### src/logic/mci_consts.svh
/*
 Constants of the monitor control and interrupt status block: register indices, bit positions,
 reset values and the reset pulse time. Assumes inclusion by logic/mci_top.sv only.
*/
`ifndef MCI_CONSTS_SVH
`define MCI_CONSTS_SVH

// Register indices; the byte address is four times the index
`define MCI_IDX_CFG      8'h40
`define MCI_IDX_ST1      8'h41
`define MCI_IDX_ST2      8'h42
`define MCI_IDX_MSK1     8'h43
`define MCI_IDX_MSK2     8'h44

// Main control bit positions
`define MCI_B_START      0
`define MCI_B_ALERT_EN   1
`define MCI_B_OT_EN      2
`define MCI_B_ALERT_CLR  3
`define MCI_B_RST        4
`define MCI_B_OT_REL     6
`define MCI_B_INIT       7

// Error flags two bit positions
`define MCI_B_INTRUSION  4
`define MCI_B_OT_PIN     5

// Bits of main control kept as written, and reset values
`define MCI_CFG_KEEP     8'h2F
`define MCI_RST_CFG      8'h00
`define MCI_RST_ST       8'h00
`define MCI_RST_MSK      8'h00

// Reset pulse time and clock rate
`define MCI_RST_PULSE_MS 45
`define MCI_CLK_KHZ      125000

`endif

### src/logic/mci_pkg.sv
/*
 Types of the monitor control and interrupt status block.
 Assumes logic/mci_consts.svh for all numeric constants but the mci_rst_e encodings.
*/
package mci_pkg;

	typedef enum logic [1:0] {
		MCI_IDLE  = 2'b01,
		MCI_PULSE = 2'b10
	} mci_rst_e;

	typedef struct packed {
		logic        cyc;
		logic        stb;
		logic        we;
		logic [9:0]  adr;
		logic [3:0]  sel;
		logic [31:0] dat;
	} mci_wb_req_s;

	typedef struct packed {
		logic        ack;
		logic [31:0] dat;
	} mci_wb_rsp_s;

	typedef struct packed {
		logic [7:0] limit_one;
		logic [1:0] limit_two;
		logic [1:0] temp_irq;
		logic [1:0] diode_fault;
	} mci_evt_s;

	typedef struct packed {
		logic [7:0] cfg;
		logic [7:0] st1;
		logic [7:0] st2;
		logic [7:0] msk1;
		logic [7:0] msk2;
		logic       ack;
		logic [7:0] dat;
		logic       alert;
		logic       ot_hold;
		logic       ot_drive;
		logic [2:0] ot_hist;
		logic       intr_s1;
		logic       intr_s2;
		logic       intr_prev;
		logic       ot_s1;
		logic       ot_s2;
		logic       ot_prev;
		mci_rst_e   rst_st;
		logic [22:0] rst_cnt;
	} mci_state_s;

endpackage

### src/logic/mci_top.sv
/*
 Monitor control and interrupt status: main control register, two clear-on-read error flag
 registers with masks, active-low alert, open-drain over-temperature pin and reset pulse.
 Assumes a classic Wishbone master on the same clock and limit, temperature and diode events
 from the conversion datapath, synchronous to clock, one bit per channel, high while true.
*/
// Local design decision: the Wishbone register port.
`timescale 1ns/1ps
`include "mci_consts.svh"

module mci_top #(
	parameter int unsigned RST_PULSE_CYC = `MCI_RST_PULSE_MS * `MCI_CLK_KHZ
) (
	// Clock and reset
	input  wire logic                 clock,
	input  wire logic                 rst_b,
	// Register bus
	input  wire mci_pkg::mci_wb_req_s wb_req,
	output      mci_pkg::mci_wb_rsp_s wb_rsp,
	// Datapath events and controls
	input  wire mci_pkg::mci_evt_s    evt,
	output      logic                 scan_enable,
	output      logic                 soft_init,
	// Pins
	input  wire logic                 intrusion_pin,
	input  wire logic                 overtemp_in,
	output      logic                 overtemp_out,
	output      logic                 overtemp_oe,
	output      logic                 alert_b,
	output      logic                 reset_out_b
);
	import mci_pkg::*;

	mci_state_s s;
	mci_state_s n;

	logic       hit;
	logic       wr;
	logic       rd;
	logic       mon;
	logic [7:0] wdat;
	logic [7:0] rval;
	logic [7:0] set1;
	logic [7:0] set2;
	logic [7:0] clr1;
	logic [7:0] clr2;
	logic       intr_rise;
	logic       ot_fall;
	logic       pulse_go;

	// Request is acted on at the edge where ack is seen high
	assign hit  = wb_req.cyc & wb_req.stb & s.ack;
	assign wr   = hit & wb_req.we & wb_req.sel[0];
	assign rd   = hit & ~wb_req.we;
	assign wdat = wb_req.dat[7:0];

	// Alert clear also suspends monitoring
	assign mon = s.cfg[`MCI_B_START] & ~s.cfg[`MCI_B_ALERT_CLR];

	// Only synchronised pin levels are looked at
	assign intr_rise = s.intr_s2 & ~s.intr_prev;
	// Our own drive also pulls the pin low; ignore it until its echo has passed the synchroniser
	assign ot_fall   = ~s.ot_s2 & s.ot_prev & ~(|s.ot_hist) & ~s.ot_drive;

	assign set1 = (evt.limit_one | {2'b00, evt.temp_irq, 4'b0000}) & {8{mon}};
	assign set2 = {evt.diode_fault & {2{mon}}, ot_fall, intr_rise, 2'b00,
		evt.limit_two & {2{mon}}};

	assign pulse_go = wr && (wb_req.adr[9:2] == `MCI_IDX_CFG) && wdat[`MCI_B_RST];

	// Read value decode
	always_comb begin
		rval = 8'h00;
		if (wb_req.adr[9:2] == `MCI_IDX_CFG) begin
			rval = s.cfg;
			rval[`MCI_B_RST] = (s.rst_st == MCI_PULSE);
		end else if (wb_req.adr[9:2] == `MCI_IDX_ST1) begin
			rval = s.st1;
		end else if (wb_req.adr[9:2] == `MCI_IDX_ST2) begin
			rval = s.st2;
		end else if (wb_req.adr[9:2] == `MCI_IDX_MSK1) begin
			rval = s.msk1;
		end else if (wb_req.adr[9:2] == `MCI_IDX_MSK2) begin
			rval = s.msk2;
		end
	end

	// Clears: the value that went out on the bus, or a write of ones
	always_comb begin
		clr1 = 8'h00;
		clr2 = 8'h00;
		if (wb_req.adr[9:2] == `MCI_IDX_ST1) begin
			if (rd) begin
				clr1 = s.dat;
			end else if (wr) begin
				clr1 = wdat;
			end
		end else if (wb_req.adr[9:2] == `MCI_IDX_ST2) begin
			if (rd) begin
				clr2 = s.dat;
			end else if (wr) begin
				clr2 = wdat;
			end
		end
	end

	always_comb begin
		n = s;

		// Bus slave: one wait state, ack for one cycle
		n.ack = wb_req.cyc & wb_req.stb & ~s.ack;
		if (~s.ack) begin
			n.dat = rval;
		end

		// Pin synchronisers
		n.intr_s1   = intrusion_pin;
		n.intr_s2   = s.intr_s1;
		n.intr_prev = s.intr_s2;
		n.ot_s1     = overtemp_in;
		n.ot_s2     = s.ot_s1;
		n.ot_prev   = s.ot_s2;
		n.ot_hist   = {s.ot_hist[1:0], s.ot_drive};

		// Sticky flags; a new event wins over a clear in the same cycle
		n.st1 = (s.st1 & ~clr1) | set1;
		n.st2 = (s.st2 & ~clr2) | set2;

		if (wr) begin
			if (wb_req.adr[9:2] == `MCI_IDX_CFG) begin
				n.cfg = wdat & `MCI_CFG_KEEP;
				if (wdat[`MCI_B_OT_REL]) begin
					n.ot_hold = 1'b0;
				end
			end else if (wb_req.adr[9:2] == `MCI_IDX_MSK1) begin
				n.msk1 = wdat;
			end else if (wb_req.adr[9:2] == `MCI_IDX_MSK2) begin
				n.msk2 = wdat;
			end
		end

		// Soft init wipes control, flags and masks; a same-cycle event still lands
		if (soft_init) begin
			n.cfg  = `MCI_RST_CFG;
			n.st1  = `MCI_RST_ST | set1;
			n.st2  = `MCI_RST_ST | set2;
			n.msk1 = `MCI_RST_MSK;
			n.msk2 = `MCI_RST_MSK;
		end

		// Over-temperature hold; a new event beats the release
		if (|evt.temp_irq) begin
			n.ot_hold = 1'b1;
		end
		n.ot_drive = s.cfg[`MCI_B_OT_EN] & s.ot_hold;

		// Alert does not look at start, so standby keeps it asserted
		n.alert = s.cfg[`MCI_B_ALERT_EN] & ~s.cfg[`MCI_B_ALERT_CLR]
			& (|((s.st1 & ~s.msk1) | (s.st2 & ~s.msk2)));

		// Reset pulse; a second request during the pulse is ignored
		case (s.rst_st)
			MCI_IDLE: begin
				n.rst_cnt = 23'd0;
				if (pulse_go) begin
					n.rst_st = MCI_PULSE;
				end
			end
			MCI_PULSE: begin
				n.rst_cnt = s.rst_cnt + 23'd1;
				if (s.rst_cnt == 23'(RST_PULSE_CYC - 1)) begin
					n.rst_st  = MCI_IDLE;
					n.rst_cnt = 23'd0;
				end
			end
			default: begin
				n.rst_st  = MCI_IDLE;
				n.rst_cnt = 23'd0;
			end
		endcase
	end

	always_ff @(posedge clock or negedge rst_b) begin
		if (!rst_b) begin
			s.cfg       <= `MCI_RST_CFG;
			s.st1       <= `MCI_RST_ST;
			s.st2       <= `MCI_RST_ST;
			s.msk1      <= `MCI_RST_MSK;
			s.msk2      <= `MCI_RST_MSK;
			s.ack       <= 1'b0;
			s.dat       <= 8'h00;
			s.alert     <= 1'b0;
			s.ot_hold   <= 1'b0;
			s.ot_drive  <= 1'b0;
			s.ot_hist   <= 3'b000;
			s.intr_s1   <= 1'b0;
			s.intr_s2   <= 1'b0;
			s.intr_prev <= 1'b0;
			s.ot_s1     <= 1'b1;
			s.ot_s2     <= 1'b1;
			s.ot_prev   <= 1'b1;
			s.rst_st    <= MCI_IDLE;
			s.rst_cnt   <= 23'd0;
		end else begin
			s <= n;
		end
	end

	// Outputs
	assign soft_init    = wr && (wb_req.adr[9:2] == `MCI_IDX_CFG) && wdat[`MCI_B_INIT];
	assign wb_rsp.ack   = s.ack;
	assign wb_rsp.dat   = {24'h0000_00, s.dat};
	assign scan_enable  = mon;
	assign alert_b      = ~s.alert;
	assign overtemp_out = 1'b0;
	assign overtemp_oe  = s.ot_drive;
	assign reset_out_b  = (s.rst_st != MCI_PULSE);
endmodule

### config.mk
export PLATFORM = sky130hd
export DESIGN_NAME = mci_top
export DESIGN_NICKNAME = d
export VERILOG_FILES = /design/src/logic/mci_pkg.sv /design/src/logic/mci_top.sv
export VERILOG_INCLUDE_DIRS = /design/src /design/src/logic
export SDC_FILE = /design/constraint.sdc
export NUM_CORES = 1
export LEC_CHECK = 0
export BUFFER_PORTS_ARGS = -buffer_cell sky130_fd_sc_hd__buf_2
export CORE_UTILIZATION = 25
export CTS_BUF_LIST = sky130_fd_sc_hd__clkbuf_8
export DETAILED_ROUTE_END_ITERATION = 7
export PLACE_DENSITY = 0.52
export SETUP_SLACK_MARGIN = 0.15
export SLEW_MARGIN = 20
export SYNTH_ARGS = -nofsm -noshare
export SYNTH_HDL_FRONTEND = slang
export SYNTH_SLANG_ARGS = --single-unit
### constraint.sdc
create_clock -name clock -period 5.9 [get_ports clock]
set_clock_uncertainty 0.2 [all_clocks]
set_input_delay 1.18 -clock clock [delete_from_list [all_inputs] [get_ports clock]]
set_output_delay 1.18 -clock clock [all_outputs]
set_load 0.02 [all_outputs]
Word-level counts from Yosys, hierarchy flattened --
Index checks and enable logic that the tools add are counted.
Word-level totals: input bits 67, output and inout port bits 39, register bits after elaboration 86, word-level logic and storage cells 113
Cells by class: multiplexer cells 25, bitwise logic cells 37, add/sub/neg operators 1, reductions and logical operators 18, equal/unequal tests 13
Operator list (count):
- 8-bit 2-to-1 mux | 15
- 25-bit one-hot mux with 2 select lines | 1
- 8-bit AND | 5
- 8-bit by 7-bit == test with 1-bit output (second input constant) | 5
- 40-bit 2-to-1 mux | 1
- 16-bit 2-to-1 mux | 2
- 8-bit inverter | 4
- 25-bit 2-to-1 mux | 1
- 8-bit OR | 3
- 23-bit by 1-bit adder with 23-bit output (second input constant) | 1
- 23-bit == test (second input constant) | 1
- 1-bit AND | 14
- 2-bit nonzero test | 7
- 2-bit != test (second input constant) | 4
- 1-bit inverter | 8
- 8-bit by 6-bit OR with 8-bit output | 1
- 8-bit OR reduction | 1
- 3-bit AND reduction | 2
- 2-bit AND | 2
- 1-bit 2-to-1 mux | 4
- 2-bit AND reduction | 2
- 4-bit AND reduction | 1
- 1-bit logical AND | 3
- 3-bit OR reduction | 1
- 5 further kinds | 5

Logic depth before layout (Yosys ltp) --
depth in word-level cells 12, depth in mapped cells 6, depth with buffers taken out 5

Worst setup path after synthesis --
OpenSTA, ideal clock, no wires.
path type input to output, from input port wb_req[43] in the netlist's numbering, to output port soft_init, buffers on the path 1, required time 4520 ps, stages 5, path slack 2049 ps, data arrival time 2471 ps, path through or4b_1 > buf_6 > nor3_1 > nand4_1 > inv_1
Between the ends: longest elaborated chain between the ends 3
Ends and longest elaborated chain:
- start: declaration | RTL line mci_top.sv:18 | input wire mci_pkg::mci_wb_req_s wb_req,
- 8-bit by 7-bit == test with 1-bit output (no source line)
- 1-bit logical AND (2 in series) | RTL line mci_top.sv:210 | assign soft_init = wr && (wb_req.adr[9:2] == `MCI_IDX_CFG) && wdat[`MCI_B_INIT];
- end: declaration | RTL line mci_top.sv:23 | output logic soft_init,
No other way between the ends.

Final worst setup path --
Ends and elaborated chain as after synthesis.

==> results.py <==
metrics = {
    "layout": {
        "post_route_cells_drive_above_1_share": 0.2149,
        "final.fill_count": 1834,
        "antenna_cells": 0,
        "finalNetCount": 563,
        "post_layout_nonfiller_instances": 723,
        "area_growth_syn_to_layout_pct": 11.81,
    },
    "setup_path": {
        "timing_worst_setup_path_type": "in -> out",
        "required_ns": 4.52,
        "worst-path-max-fanout": 7,
        "critPathLaunchType": "input port",
        "cp-end-kind": "primary output",
        "critPathArrivalTime_ns": 2.73,
    },
    "route": {
        "vias_per_cell": 5.091,
        "route.final.wire_length_mm": 12.95,
        "drc_errors": 0,
        "final_antenna_net_count": 0,
        "wl_per_cell_um": 17.90,
        "detailedRoute.firstPassIterationCount": 5,
        "drt-initial-drc-count": 284,
        "routed-via-count": 3681,
    },
    "placed_design": {
        "gp_routability_congestion": 0.8715,
        "placedCellCount": 707,
        "pre_cts_worst_setup_slack_ns": 1.760,
        "post-dp-hpwl_mm": 8.916,
        "port_buffers": 51,
    },
    "floorplanning": {
        "io-pin-count": 106,
        "floorplan.die.width_um": 136.7,
        "initial_core_utilization": 0.2595,
        "die_area_mm2": 0.01869,
        "placement_rows": 48,
        "die_height_um": 136.7,
        "core_area_mm2": 0.01748,
    },
    "timing": {
        "worst_slack_ns": 1.786,
        "grt_setup_unrepaired": "no",
        "finalSetupViolations": 0,
        "setup-tns-final_ns": 0,
        "timing_worst_slew_pin_value_ns": 1.045,
        "final.period_utilization": 0.6973,
        "relSlewSlack": 0.2970,
        "hold_violations": 0,
        "achievable-frequency_mhz": 243.1,
        "drv_slew": 0,
        "final_period_minus_worst_setup_slack_ns": 4.114,
        "fin_hold_ws_ns": 0.1617,
    },
    "clocking": {
        "tritoncts": "done",
        "post_cts.repair.setup_buffers": 0,
        "cts_made_buffers": 9,
        "clk_path_buf_depth": 2,
        "ctsHoldBuffers": 0,
        "clock-root-buffer": "clkbuf_8",
        "clock_pin_slew_on_the_worst_setup_and_hold_paths_ns": 0.08,
        "post_cts_resize_count": 0,
        "worst_skew_pair.late_latency_ns": 0.37,
        "numClockSinks": 83,
        "h_tree_levels": 3,
    },
    "synth": {
        "synth_enable_flop_cells": 0,
        "synthesis.instances": 455,
        "mappedNetlistArea_mm2": 0.004536,
        "synth-main-ff-cell": "dfrtp_1",
        "ys_types": 56,
        "synth-warning-count": 0,
        "seq_area_frac_synth": 0.4590,
        "async_reset_ff_frac": 1.000,
        "syn-mean-instance-area_um2": 9.968,
        "synth_seq_cells": 83,
    },
    "hold_path": {
        "hold_path.class": "reg -> reg",
    },
    "pwr": {
        "p_total_w": 0.001105,
        "ir_worst_vdd_mv": 0.09850,
        "power_density_mw_per_mm2": 218.0,
        "total_leakage_power_nw": 2.115,
    },
    "global_route": {
        "initial_antenna_violation_count": 0,
        "maximum_number_of_pins_on_one_net_before_global_route_repair": 51,
        "grt_first_pass_wirelength_mm": 20.33,
        "grt.total_usage": 0.1465,
        "globalRouteOverflowTotal": 0,
        "first_global_vias": 3664,
    },
    "job": {
        "timing.max_cap.violations": 0,
    },
    "outcome": {
        "outcome": "complete, no violations",
    },
}
## through the flow
stage / utilization / area (um2)
2_1_floorplan: - / 4626
3_3_place_gp: 0.2780 / 4858
3_5_place_dp: 0.2780 / 4858
4_1_cts: 0.2902 / 5071
5_1_grt: 0.2902 / 5071
6_report: 0.2902 / 5071
## layout by cell type (no fill, tap or decap), types with 4 or more instances in the layout
cell type,n
dfrtp_1,79
buf_2,50
nand2_1,32
conb_1,25
o21ai_0,24
nor2_1,24
a32o_1,20
a21oi_1,20
inv_1,17
nand2b_1,16
nand3_1,14
mux2_2,14
nand4_1,12
clkbuf_8,12
xnor2_1,10
buf_4,10
nor4_1,8
nor3_1,7
nor2b_1,7
or3_1,7
a22oi_1,6
a31o_2,5
a21boi_0,5
and2_1,4
xor2_1,4
o2111ai_1,4
mux2i_1,4
dfstp_2,4
## where the power goes
group           total, W  switching (W)  internal [W]
Sequential      0.000581     0.00000604      0.000575
Combinational  0.0000853      0.0000620     0.0000233
Clock           0.000439       0.000211      0.000229
## sequential cells by signal, indices dropped and copies added (netlist names)
register     count
s               67
wb_rsp           9
n                6
overtemp_oe      1
## critical path, cell delays in order
cell and delay, ns:
buf_2 0.09, or4b_1 0.69, nor3_1 0.21, nand4_1 0.27, inv_1 0.12, buf_2 0.17
## path summary, 6_finish.rpt
check	start	to	slack [ns]	cells past startpoint
min in group asynchronous	rst_b	wb_rsp[3]$_DFFE_PN0N_	0.56	1
max in group asynchronous	rst_b	n[28]$_DFF_PN0_	3.91	2
worst min-delay path	n[26]$_DFF_PN1_	n[25]$_DFF_PN1_	0.16	0
worst max register to register	wb_rsp[32]$_DFF_PN0_	s[66]$_DFF_PN0_	2.81	5
worst max-delay path	wb_req[43]	soft_init	1.79	6
worst min register to register	n[26]$_DFF_PN1_	n[25]$_DFF_PN1_	0.16	0
## Yosys cell counts (all sizes together), types with 4 or more instances
library cell | number | share of area
xnor2 | 10 | 0.019
nand2b | 16 | 0.022
nor4 | 10 | 0.018
xor2 | 4 | 0.0077
o21ai | 24 | 0.026
inv | 17 | 0.014
and2 | 4 | 0.0055
or3 | 7 | 0.0097
o2111ai | 4 | 0.0077
nand4 | 12 | 0.017
a31o | 5 | 0.0097
buf | 41 | 0.068
nor2 | 24 | 0.020
mux2i | 4 | 0.0088
nor3 | 8 | 0.011
a32o | 20 | 0.044
nand2 | 32 | 0.026
mux2 | 14 | 0.035
a21oi | 20 | 0.022
nand3 | 14 | 0.015
a21boi | 5 | 0.0083
clkbuf | 15 | 0.012
dfrtp | 79 | 0.44
nor2b | 7 | 0.0097
a22oi | 6 | 0.0099
dfstp | 4 | 0.023
## final cells by class
cell class	instances	area (um2)	share of cell area
repair buffers	60	325.3	0.06415
inverters	17	63.81	0.01258
clock inverters	4	47.55	0.009376
well taps	225	281.5	0.05551
clock buffers	12	165.2	0.03257
flip-flops and latches	83	2082	0.4106
multi-input cells	322	2106	0.4152
## logic make-up (layout without fill, tap and decap cells)
logic type | Yosys count | after routing | share of synthesized area
AO/OA/AOI/OAI | 110 | 110 | 0.1757
flip-flops | 83 | 83 | 0.4590
multiplexers | 18 | 18 | 0.04359
buffers and inverters | 74 | 93 | 0.09655
XOR/XNOR | 14 | 14 | 0.02703
AND/OR/NAND/NOR | 152 | 152 | 0.1890
adder cells (fa/ha/maj) | 3 | 3 | 0.008277
other | 1 | 25 | 0.0008268
## layer usage
| layer | share of wire | up-vias | GRT usage | wire length [um] |
|---|---|---|---|---|
| met5 | 0 | - | 0 | 0 |
| li1 | - | 1682 | - | - |
| met3 | 0.059 | 21 | 0.04111 | 758 |
| met4 | 0.024 | 0 | 0.05864 | 316 |
| met1 | 0.44 | 1839 | 0.1876 | 5681 |
| met2 | 0.48 | 139 | 0.2318 | 6188 |
(Power assumes the default switching activity.)
